### src/include/psu_sup_cfg.svh
`ifndef PSU_SUP_CFG_SVH
`define PSU_SUP_CFG_SVH
// Overview of operation
// - supply_good_out rises after good input and 3v3/5v rails hold good 300ms.
// - supply_good_out drops at once when any of those three goes bad.
// - debounced request high forces good output low, and fault output high after the 2.3ms delay.
// - a fault latches the fault output high and keeps good output low.
// - a low-to-high debounced request transition clears the fault latch.
// - reset (supply removal) starts with no fault latched.
// - both request edges are debounced for 38ms.
// - under-voltage fault is blocked while the request falls high to low.
// - 12V under-voltage held over 150us sets the fault latch.
// - over-current on any rail held over 73us sets the fault latch.
// - over-voltage on any rail held over 73us sets the fault latch.
// - good input low with request low: only over-voltage may latch a fault.
// - fault output high means fault latched or rails forced off, low means neither.
// - good output low means fault or not ready, high means good.
// - over-current detection enabled 75ms after request low with good input.
// - at turn-off the fault output rises 2.3ms after the debounced request.

`define CLK_HZ          20000000
`define T_GOOD_MS       300
`define T_DEB_MS        38
`define T_OCEN_MS       75
`define T_OFF_US        2300
`define T_UV12_US       150
`define T_OCOV_US       73
// least times round up to whole cycles
`define CYC_US(u)       (((u) * (`CLK_HZ / 1000000)))
`define CYC_GOOD        (`T_GOOD_MS * 1000 * (`CLK_HZ / 1000000))
`define CYC_DEB         (`T_DEB_MS * 1000 * (`CLK_HZ / 1000000))
`define CYC_OCEN        (`T_OCEN_MS * 1000 * (`CLK_HZ / 1000000))
`define CYC_OFF         `CYC_US(`T_OFF_US)
`define CYC_UV12        (`CYC_US(`T_UV12_US) + 1)
`define CYC_OCOV        (`CYC_US(`T_OCOV_US) + 1)
`define TMR_W           24
`define FILT_W          12
`endif

### src/include/psu_sup_pkg.sv
package psu_sup_pkg;
  typedef logic [23:0] tmr_t;
  typedef enum logic [1:0] {
    st_off,
    st_turn_on,
    st_on,
    st_turn_off
  } req_st_e;
endpackage

### src/rtl/sync2.sv
module sync2 #(
  parameter int W = 1
) (
  input  wire logic         clock,
  input  wire logic         rst,
  input  wire logic [W-1:0] d,
  output logic      [W-1:0] q
);
  typedef struct packed {
    logic [W-1:0] s1;
    logic [W-1:0] s2;
  } sync_s;
  sync_s st_ff;
  sync_s nxt_st;
  always_comb begin
    nxt_st    = st_ff;
    nxt_st.s1 = d;
    nxt_st.s2 = st_ff.s1;
  end
  always_ff @(posedge clock or posedge rst) begin
    if (rst) begin
      st_ff <= '0;
    end else begin
      st_ff <= nxt_st;
    end
  end
  assign q = st_ff.s2;
endmodule

### src/rtl/hold_timer.sv
// output rises once cond has stood CYCLES cycles; restarts when cond drops
module hold_timer #(
  parameter int unsigned W      = 24,
  parameter int unsigned CYCLES = 1
) (
  input  wire logic clock,
  input  wire logic rst,
  input  wire logic cond,
  output logic      done
);
  typedef struct packed {
    logic [W-1:0] cnt;
    logic         done;
  } tmr_s;
  tmr_s st_ff;
  tmr_s nxt_st;
  localparam logic [W-1:0] LAST = W'(CYCLES - 1);
  always_comb begin
    nxt_st = st_ff;
    if (!cond) begin
      nxt_st.cnt  = '0;
      nxt_st.done = 1'b0;
    end else if (st_ff.cnt == LAST) begin
      nxt_st.done = 1'b1;
    end else begin
      nxt_st.cnt = st_ff.cnt + W'(1);
    end
  end
  always_ff @(posedge clock or posedge rst) begin
    if (rst) begin
      st_ff <= '0;
    end else begin
      st_ff <= nxt_st;
    end
  end
  assign done = st_ff.done & cond;
endmodule

### src/rtl/psu_supervisor.sv
`include "psu_sup_cfg.svh"
module psu_supervisor #(
  parameter int unsigned GOOD_CYC = `CYC_GOOD,
  parameter int unsigned DEB_CYC  = `CYC_DEB,
  parameter int unsigned OCEN_CYC = `CYC_OCEN,
  parameter int unsigned OFF_CYC  = `CYC_OFF,
  parameter int unsigned UV12_CYC = `CYC_UV12,
  parameter int unsigned OCOV_CYC = `CYC_OCOV
) (
  // clock and reset
  input  wire logic       clock,
  input  wire logic       rst,
  // motherboard request, low turns rails on
  input  wire logic       rails_on_request_n,
  // compared conditions
  input  wire logic       supply_good_in,
  input  wire logic       rail3v3_sense,
  input  wire logic       rail5v_sense,
  input  wire logic       undervoltage_guard,
  input  wire logic [2:0] overvoltage_guard,
  input  wire logic [2:0] overcurrent_guard,
  // outputs
  output logic            fault_shutdown_out,
  output logic            supply_good_out
);
  import psu_sup_pkg::*;

  typedef struct packed {
    req_st_e    req_st;
    logic [`TMR_W-1:0] cnt;
    logic       req_deb;
    logic       fault;
    logic       off_force;
    logic       good;
  } core_s;

  core_s st_ff;
  core_s nxt_st;

  logic       req_s;
  logic       good_in_s;
  logic       r33_s;
  logic       r5_s;
  logic       uv12_s;
  logic [2:0] ov_s;
  logic [2:0] oc_s;
  logic       rails_ok;
  logic       good_done;
  logic       uv12_done;
  logic       ov_done;
  logic       oc_done;
  logic       ocen_done;

  // every pin passes two flops first
  sync2 #(.W(11)) u_sync (
    .clock (clock),
    .rst   (rst),
    .d     ({rails_on_request_n, supply_good_in, rail3v3_sense,
             rail5v_sense, undervoltage_guard, overvoltage_guard,
             overcurrent_guard}),
    .q     ({req_s, good_in_s, r33_s, r5_s, uv12_s, ov_s, oc_s})
  );
  assign rails_ok = good_in_s & r33_s & r5_s;

  // power-good delay, restarts on any drop
  hold_timer #(.W(`TMR_W), .CYCLES(GOOD_CYC)) u_good (
    .clock (clock),
    .rst   (rst),
    .cond  (rails_ok & ~st_ff.req_deb & ~st_ff.fault),
    .done  (good_done)
  );

  // 12V under-voltage deglitch, blocked during turn-on ramp
  hold_timer #(.W(`TMR_W), .CYCLES(UV12_CYC)) u_uv12 (
    .clock (clock),
    .rst   (rst),
    .cond  (uv12_s & good_in_s & (st_ff.req_st == st_on)),
    .done  (uv12_done)
  );

  hold_timer #(.W(`TMR_W), .CYCLES(OCOV_CYC)) u_ov (
    .clock (clock),
    .rst   (rst),
    .cond  (|ov_s),
    .done  (ov_done)
  );

  hold_timer #(.W(`TMR_W), .CYCLES(OCOV_CYC)) u_oc (
    .clock (clock),
    .rst   (rst),
    .cond  ((|oc_s) & good_in_s & ocen_done),
    .done  (oc_done)
  );

  // over-current enable after request low with good input
  hold_timer #(.W(`TMR_W), .CYCLES(OCEN_CYC)) u_ocen (
    .clock (clock),
    .rst   (rst),
    .cond  (~st_ff.req_deb & good_in_s),
    .done  (ocen_done)
  );

  always_comb begin
    nxt_st = st_ff;
    unique case (st_ff.req_st)
      st_off: begin
        if (!req_s) begin
          nxt_st.req_st = st_turn_on;
          nxt_st.cnt    = '0;
        end
      end
      st_turn_on: begin
        if (req_s) begin
          nxt_st.req_st = st_off;
        end else if (st_ff.cnt == `TMR_W'(DEB_CYC - 1)) begin
          nxt_st.req_st  = st_on;
          nxt_st.req_deb = 1'b0;
          nxt_st.off_force = 1'b0;
        end else begin
          nxt_st.cnt = st_ff.cnt + `TMR_W'(1);
        end
      end
      st_on: begin
        if (req_s) begin
          nxt_st.req_st = st_turn_off;
          nxt_st.cnt    = '0;
        end
      end
      st_turn_off: begin
        if (!req_s) begin
          nxt_st.req_st = st_on;
        end else if (st_ff.cnt == `TMR_W'(DEB_CYC - 1)) begin
          nxt_st.req_st  = st_off;
          nxt_st.req_deb = 1'b1;
          nxt_st.fault   = 1'b0;
          // latched fault hands over to off-force with no low gap
          nxt_st.off_force = st_ff.fault;
        end else begin
          nxt_st.cnt = st_ff.cnt + `TMR_W'(1);
        end
      end
    endcase
    // turn-off delay after debounced high
    if (st_ff.req_st == st_off && st_ff.req_deb && !st_ff.off_force &&
        req_s) begin
      if (st_ff.cnt == `TMR_W'(DEB_CYC - 1 + OFF_CYC)) begin
        nxt_st.off_force = 1'b1;
      end else begin
        nxt_st.cnt = st_ff.cnt + `TMR_W'(1);
      end
    end
    // faults latch; set wins over the clear
    if (!st_ff.req_deb && (ov_done || oc_done || uv12_done)) begin
      nxt_st.fault = 1'b1;
    end
    // good output drops at once, rises after delay
    nxt_st.good = good_done & rails_ok & ~nxt_st.fault & ~nxt_st.req_deb;
  end

  always_ff @(posedge clock or posedge rst) begin
    if (rst) begin
      st_ff <= '{req_st: st_off, cnt: '0, req_deb: 1'b1, fault: 1'b0,
                 off_force: 1'b1, good: 1'b0};
    end else begin
      st_ff <= nxt_st;
    end
  end

  assign fault_shutdown_out = st_ff.fault | st_ff.off_force;
  assign supply_good_out = st_ff.good & rails_ok;
endmodule

### config.mk
export PLATFORM = sky130hd
export DESIGN_NAME = psu_supervisor
export DESIGN_NICKNAME = d
export VERILOG_FILES = /design/src/include/psu_sup_pkg.sv /design/src/rtl/sync2.sv /design/src/rtl/hold_timer.sv /design/src/rtl/psu_supervisor.sv
export VERILOG_INCLUDE_DIRS = /design/src /design/src/include
export SDC_FILE = /design/constraint.sdc
export NUM_CORES = 1
export LEC_CHECK = 0
export BUFFER_PORTS_ARGS = -buffer_cell sky130_fd_sc_hd__buf_2
export CAP_MARGIN = 40
export CORE_MARGIN = 5
export CORE_UTILIZATION = 55
export CTS_BUF_LIST = sky130_fd_sc_hd__clkbuf_8
export DETAILED_ROUTE_END_ITERATION = 7
export PLACE_DENSITY = 0.67
export SETUP_SLACK_MARGIN = 0.1
export SLEW_MARGIN = 30
export SYNTH_ARGS = -nofsm -noshare
export SYNTH_HDL_FRONTEND = slang
export SYNTH_HIERARCHICAL = 1
export SYNTH_SLANG_ARGS = --single-unit
### constraint.sdc
create_clock -name clock -period 2.68 [get_ports clock]
set_input_delay 0.268 -clock clock [delete_from_list [all_inputs] [get_ports clock]]
set_output_delay 0.268 -clock clock [all_outputs]
set_load 0.01 [all_outputs]
Yosys cells after proc, flatten, opt, wreduce, memory -nomap -nowiden
Index checks and enable logic that the tools add are counted.
- logic and storage cells: 120
- bits of input ports: 13
- bits in registers: 177
- equality and inequality tests: 24
- bitwise gates (word level): 23
- muxes and demuxes: 37
- $add $sub $neg: 6
- reductions and logical operators: 12
- operators with widths (operator ; number):
    24-bit 2-to-1 mux ; 8
    25-bit 2-to-1 mux ; 6
    24-bit by 1-bit adder with 24-bit output, second input constant ; 6
    26-bit one-hot mux with 4 select lines ; 1
    26-bit 2-to-1 mux ; 2
    24-bit by 11-bit == test with 1-bit output, second input constant ; 2
    24-bit by 20-bit == test with 1-bit output, second input constant ; 2
    27-bit 2-to-1 mux ; 1
    24-bit by 12-bit == test with 1-bit output, second input constant ; 1
    24-bit by 21-bit == test with 1-bit output, second input constant ; 1
    24-bit by 23-bit == test with 1-bit output, second input constant ; 1
    2-bit != test, second input constant ; 11
    1-bit bitwise AND ; 18
    1-bit 2-to-1 mux ; 12
    2-bit 2-to-1 mux ; 4
    3-bit OR reduction ; 2
    2-bit == test, second input constant ; 2
    1-bit logical AND ; 4
    1-bit inverter ; 4
    1-bit one-hot mux with 2 select lines ; 2
    4-bit AND reduction ; 1
    3-bit 2-to-1 mux ; 1
    3-bit by 2-bit != test with 1-bit output, second input constant ; 1
    3-bit != test, second input constant ; 1
    6 further kinds ; 8

Longest topological paths before layout
- word-level depth: 12
- depth in mapped cells: 11
- depth with buffers taken out: 9

By module
The synthesis kept the hierarchy.
- modules (own cells, without submodules) (module ; instances ; area an instance (µm²) ; sequential area each (µm²) ; cells each):
    hold_timer at u_oc ... ; 2 ; 1411.4 ; 625.6 ; 148
    psu_supervisor ; 1 ; 2498.6 ; 753.2 ; 316
    hold_timer at u_good ; 1 ; 1336.3 ; 625.6 ; 131
    hold_timer at u_ocen ; 1 ; 1330.0 ; 625.6 ; 145
    hold_timer at u_uv12 ; 1 ; 1327.5 ; 625.6 ; 138
    sync2 ; 1 ; 554.3 ; 550.5 ; 23

Least setup slack after synthesis
No wires, ideal clock.
- path kind: register -> register
- from: register st_ff[3] (netlist name)
- to: register st_ff[0] (netlist name)
- clock period less this slack: 2.309 ns
- setup slack: 0.371 ns
- required time: 2.612 ns
- cell stages (with the launch flop): 12
- path buffers: 2
- data arrival time: 2.241 ns
- cell sequence: dfstp_2 -> and2b_1 -> inv_1 -> clkbuf_1 -> nor2_1 -> o311a_1 -> clkbuf_1 -> and2_1 -> nor3_1 -> nor2_1 -> a21oi_1 -> and4_1

==> reports/qor.txt <==
status: finished, final reports clean
Worst EP required: 3000 ps
Tot GR Track Use: 22.04%
cell row count: 49
Worst VDD drop: 0.2863 mV
Vert. Die Dim: 144.0 um
Pins Over Slew Limit: 0
Top FF cell, synth: dfrtp_1
count of final hold-check violations: 0
Final Skew: 18.68 ps
syn_area_per_cell: 9.408 um2
fraction of layout cells with a size suffix above 1: 11.15%
RSZ-0062 raised after global routing: false
crit path cell chain: or4_1, nor3_2, a21o_1, buf_4, a21o_1, o311ai_0
Top cell by count, worst path: a21o_1
r2r endpoint: st_ff[27]
worst hold slack: 356.7 ps
post-synthesis sequential area ratio: 44.90%
CORE AREA: 17,840 um2
synthesized area: 9869 um2
iteration count of the initial detailed-routing pass: 5
maximum fanout along the worst path: 9
fin nets: 1,094
Worst R2R Path Depth: 6
RePlAce Congestion: 0.9553
critical path startpoint: st_ff[24]
Slew HR: 55.33%
HPWL Detailed: 14.84 mm
area grow syn2layout: 9.051%
Avg WL per Cell: 16.41 um
Worst-Margin Slew: 664.0 ps
die width: 144.0 um
ant diodes: 0
top cells by area, synth: dfrtp_1 (44%), nand2_1 (3.9%), o21ai_0 (2.8%)
Num CTS Buffers: 17
hold_buf cts: 12
Worst-path clk slew: 100 ps
CTS tree: yes
Post-synth EDFFs: 0
Final period util: 87.23%
WL final: 21.56 mm
H-Tree Depth: 4
largest net degree at the start of global routing: 34
Final WS setup: 342.2 ps
net count after synthesis: 1,071
die area: 20,720 um2
DR vias: 7,975
Finish-stage setup viols: 0
clock buffer depth: 2
flop2flop setup slack: 340 ps
initial DRC count: 545
crit path kind: flip-flop to flip-flop
setup slack at placement: 390.9 ps
Clock Latency Late Sink: 460 ps
worst r2r src: st_ff[24]
Final Instance Count excl. Fillers: 1,314
Resize count post-CTS: 0
area leader, netlist: dfrtp_1
PortBufs: 14
vias in the first global route: 7,389
Yosys warning total: 6
clock sink count: 177
min Tclk post-route: 2338 ps
Slowest cell on crit path: or4_1
top-area cell type share of the netlist area: 44.37%
Top Ports: 15
vias per cell: 6.069
Crit path largest cell delay: 630 ps
Post-CTS Setup Bufs: 0
type of the most critical hold path: flip-flop to flip-flop
Seq cells post-synth: 177
Final Util: 60.33%
CP Capture Type: flip-flop
critical path arrival: 2660 ps
critical path endpoint: st_ff[27]
setup TNS: 0 ps
Root Buffer: clkbuf_8
Pwr Density: 477.1 nW/um2
asr flop ratio synth: 100.0%
Max Freq: 427.7 MHz
Lkg Pwr: 4.366 nW
Synth cell types: 86
Synth Instances: 1,049
Antenna Nets Post-Route: 0
Inst Count DP: 1,270
first-pass GRT wire length: 37.25 mm
grt ovf: 0
initial antenna violation count: 0
Initial Util: 55.32%
CP Launch Type: flip-flop
fillcell total: 1,527
Post-route DRC: 0
MaxCap Viol Count: 0
==> worst max-delay path: cells and delay by family, from the launching register on <==
kind / cells / cell delay, ps
AOI/OAI and AO/OA: 3 / 620
buffers and inverters: 1 / 210
DFF: 1 / 430
and+or+nand+nor: 2 / 930
==> layout by cell type (no fill, tap or decap), drive strengths merged, types with 14 or more instances in the layout <==
master	synthesis	layout
and3	18	18
or4	26	26
nand3	54	54
xnor2	24	24
nor2	53	53
nand4	45	45
buf	24	36
nand2b	16	16
o31ai	14	14
nand2	102	102
xor2	28	28
and2	40	40
dfrtp	175	175
and4	20	20
nor4	34	34
a21boi	18	18
o21ai	57	57
mux2i	20	20
or3	36	36
clkbuf	20	19
nor3	31	31
inv	42	46
a21oi	32	32
==> synthesized netlist by cell type, types with 14 or more instances <==
cell type / instances
and4_1: 17
inv_1: 42
and3_1: 14
o31ai_1: 14
nor2_1: 53
or4_1: 19
a21oi_1: 31
nor4_1: 30
or3_1: 30
clkbuf_1: 18
nand2_1: 102
nand4_1: 39
dfrtp_1: 175
nor3_1: 28
and2_1: 39
xnor2_1: 24
buf_2: 15
nand2b_1: 16
o21ai_0: 55
nand3_1: 53
xor2_1: 28
mux2i_1: 20
==> per-stage QoR <==
step	power, mW	instance area [um2]
6_report	5.135	10760
5_1_grt	5.381	10760
4_1_cts	5.207	10760
3_5_place_dp	3.175	10210
3_3_place_gp	3.158	10150
2_1_floorplan	3.075	9869
==> layout make-up <==
| cell class | instances | area [um2] | area share (%) |
|---|---|---|---|
| clock buffers | 19 | 261.5 | 2.430 |
| clock inverters | 13 | 171.4 | 1.593 |
| inverters | 43 | 161.4 | 1.500 |
| multi-input cells | 785 | 5060 | 47.01 |
| flip-flops and latches | 177 | 4432 | 41.18 |
| well taps | 229 | 286.5 | 2.662 |
| repair buffers | 48 | 390.4 | 3.627 |
==> sequential cells by signal, summed over array words and instances, names as in the netlist <==
register / flops
st_ff: 30
u_sync/q: 11
u_uv12/st_ff: 25
u_good/st_ff: 25
u_ov/st_ff: 25
u_ocen/st_ff: 25
u_oc/st_ff: 25
u_sync/nxt_st: 11
==> how the worst min path moves through the flow <==
stage | to | depth (start not counted) | slack (ps) | start
after global routing | u_sync/q[8] | 0 | 360 | u_sync/nxt_st[8]
final | u_sync/q[8] | 0 | 360 | u_sync/nxt_st[8]
after floorplan | u_sync/nxt_st[0] | 1 | 260 | rst
after global placement | u_sync/q[4] | 0 | 330 | u_sync/nxt_st[4]
after detailed placement | u_sync/q[1] | 0 | 340 | u_sync/nxt_st[1]
after CTS | u_sync/q[1] | 0 | 360 | u_sync/nxt_st[1]
==> cell families (layout without fill, tap and decap cells) <==
kind of cell	Yosys count	in the layout	share of synthesized area, %
xor+xnor	52	52	4.615
buf+inv	87	123	3.879
flops	177	177	44.90
mux	22	22	2.257
fa+ha+maj	9	9	1.141
compound gates	186	186	12.28
simple gates	516	516	30.92
==> power by group <==
part	total [mW]	leakage [nW]	switching, mW	internal [mW]
Combinational	0.299	1.76	0.176	0.123
Sequential	2.83	2.40	0.103	2.73
Clock	2.00	0.207	1.02	0.987
==> per-layer routing <==
layer	GRT usage, %	wire length, um
met2	32.19	9720
met4	6.492	348
met1	33.67	10820
met3	3.760	668
met5	0	0
Power figures use the tool's default switching activity.
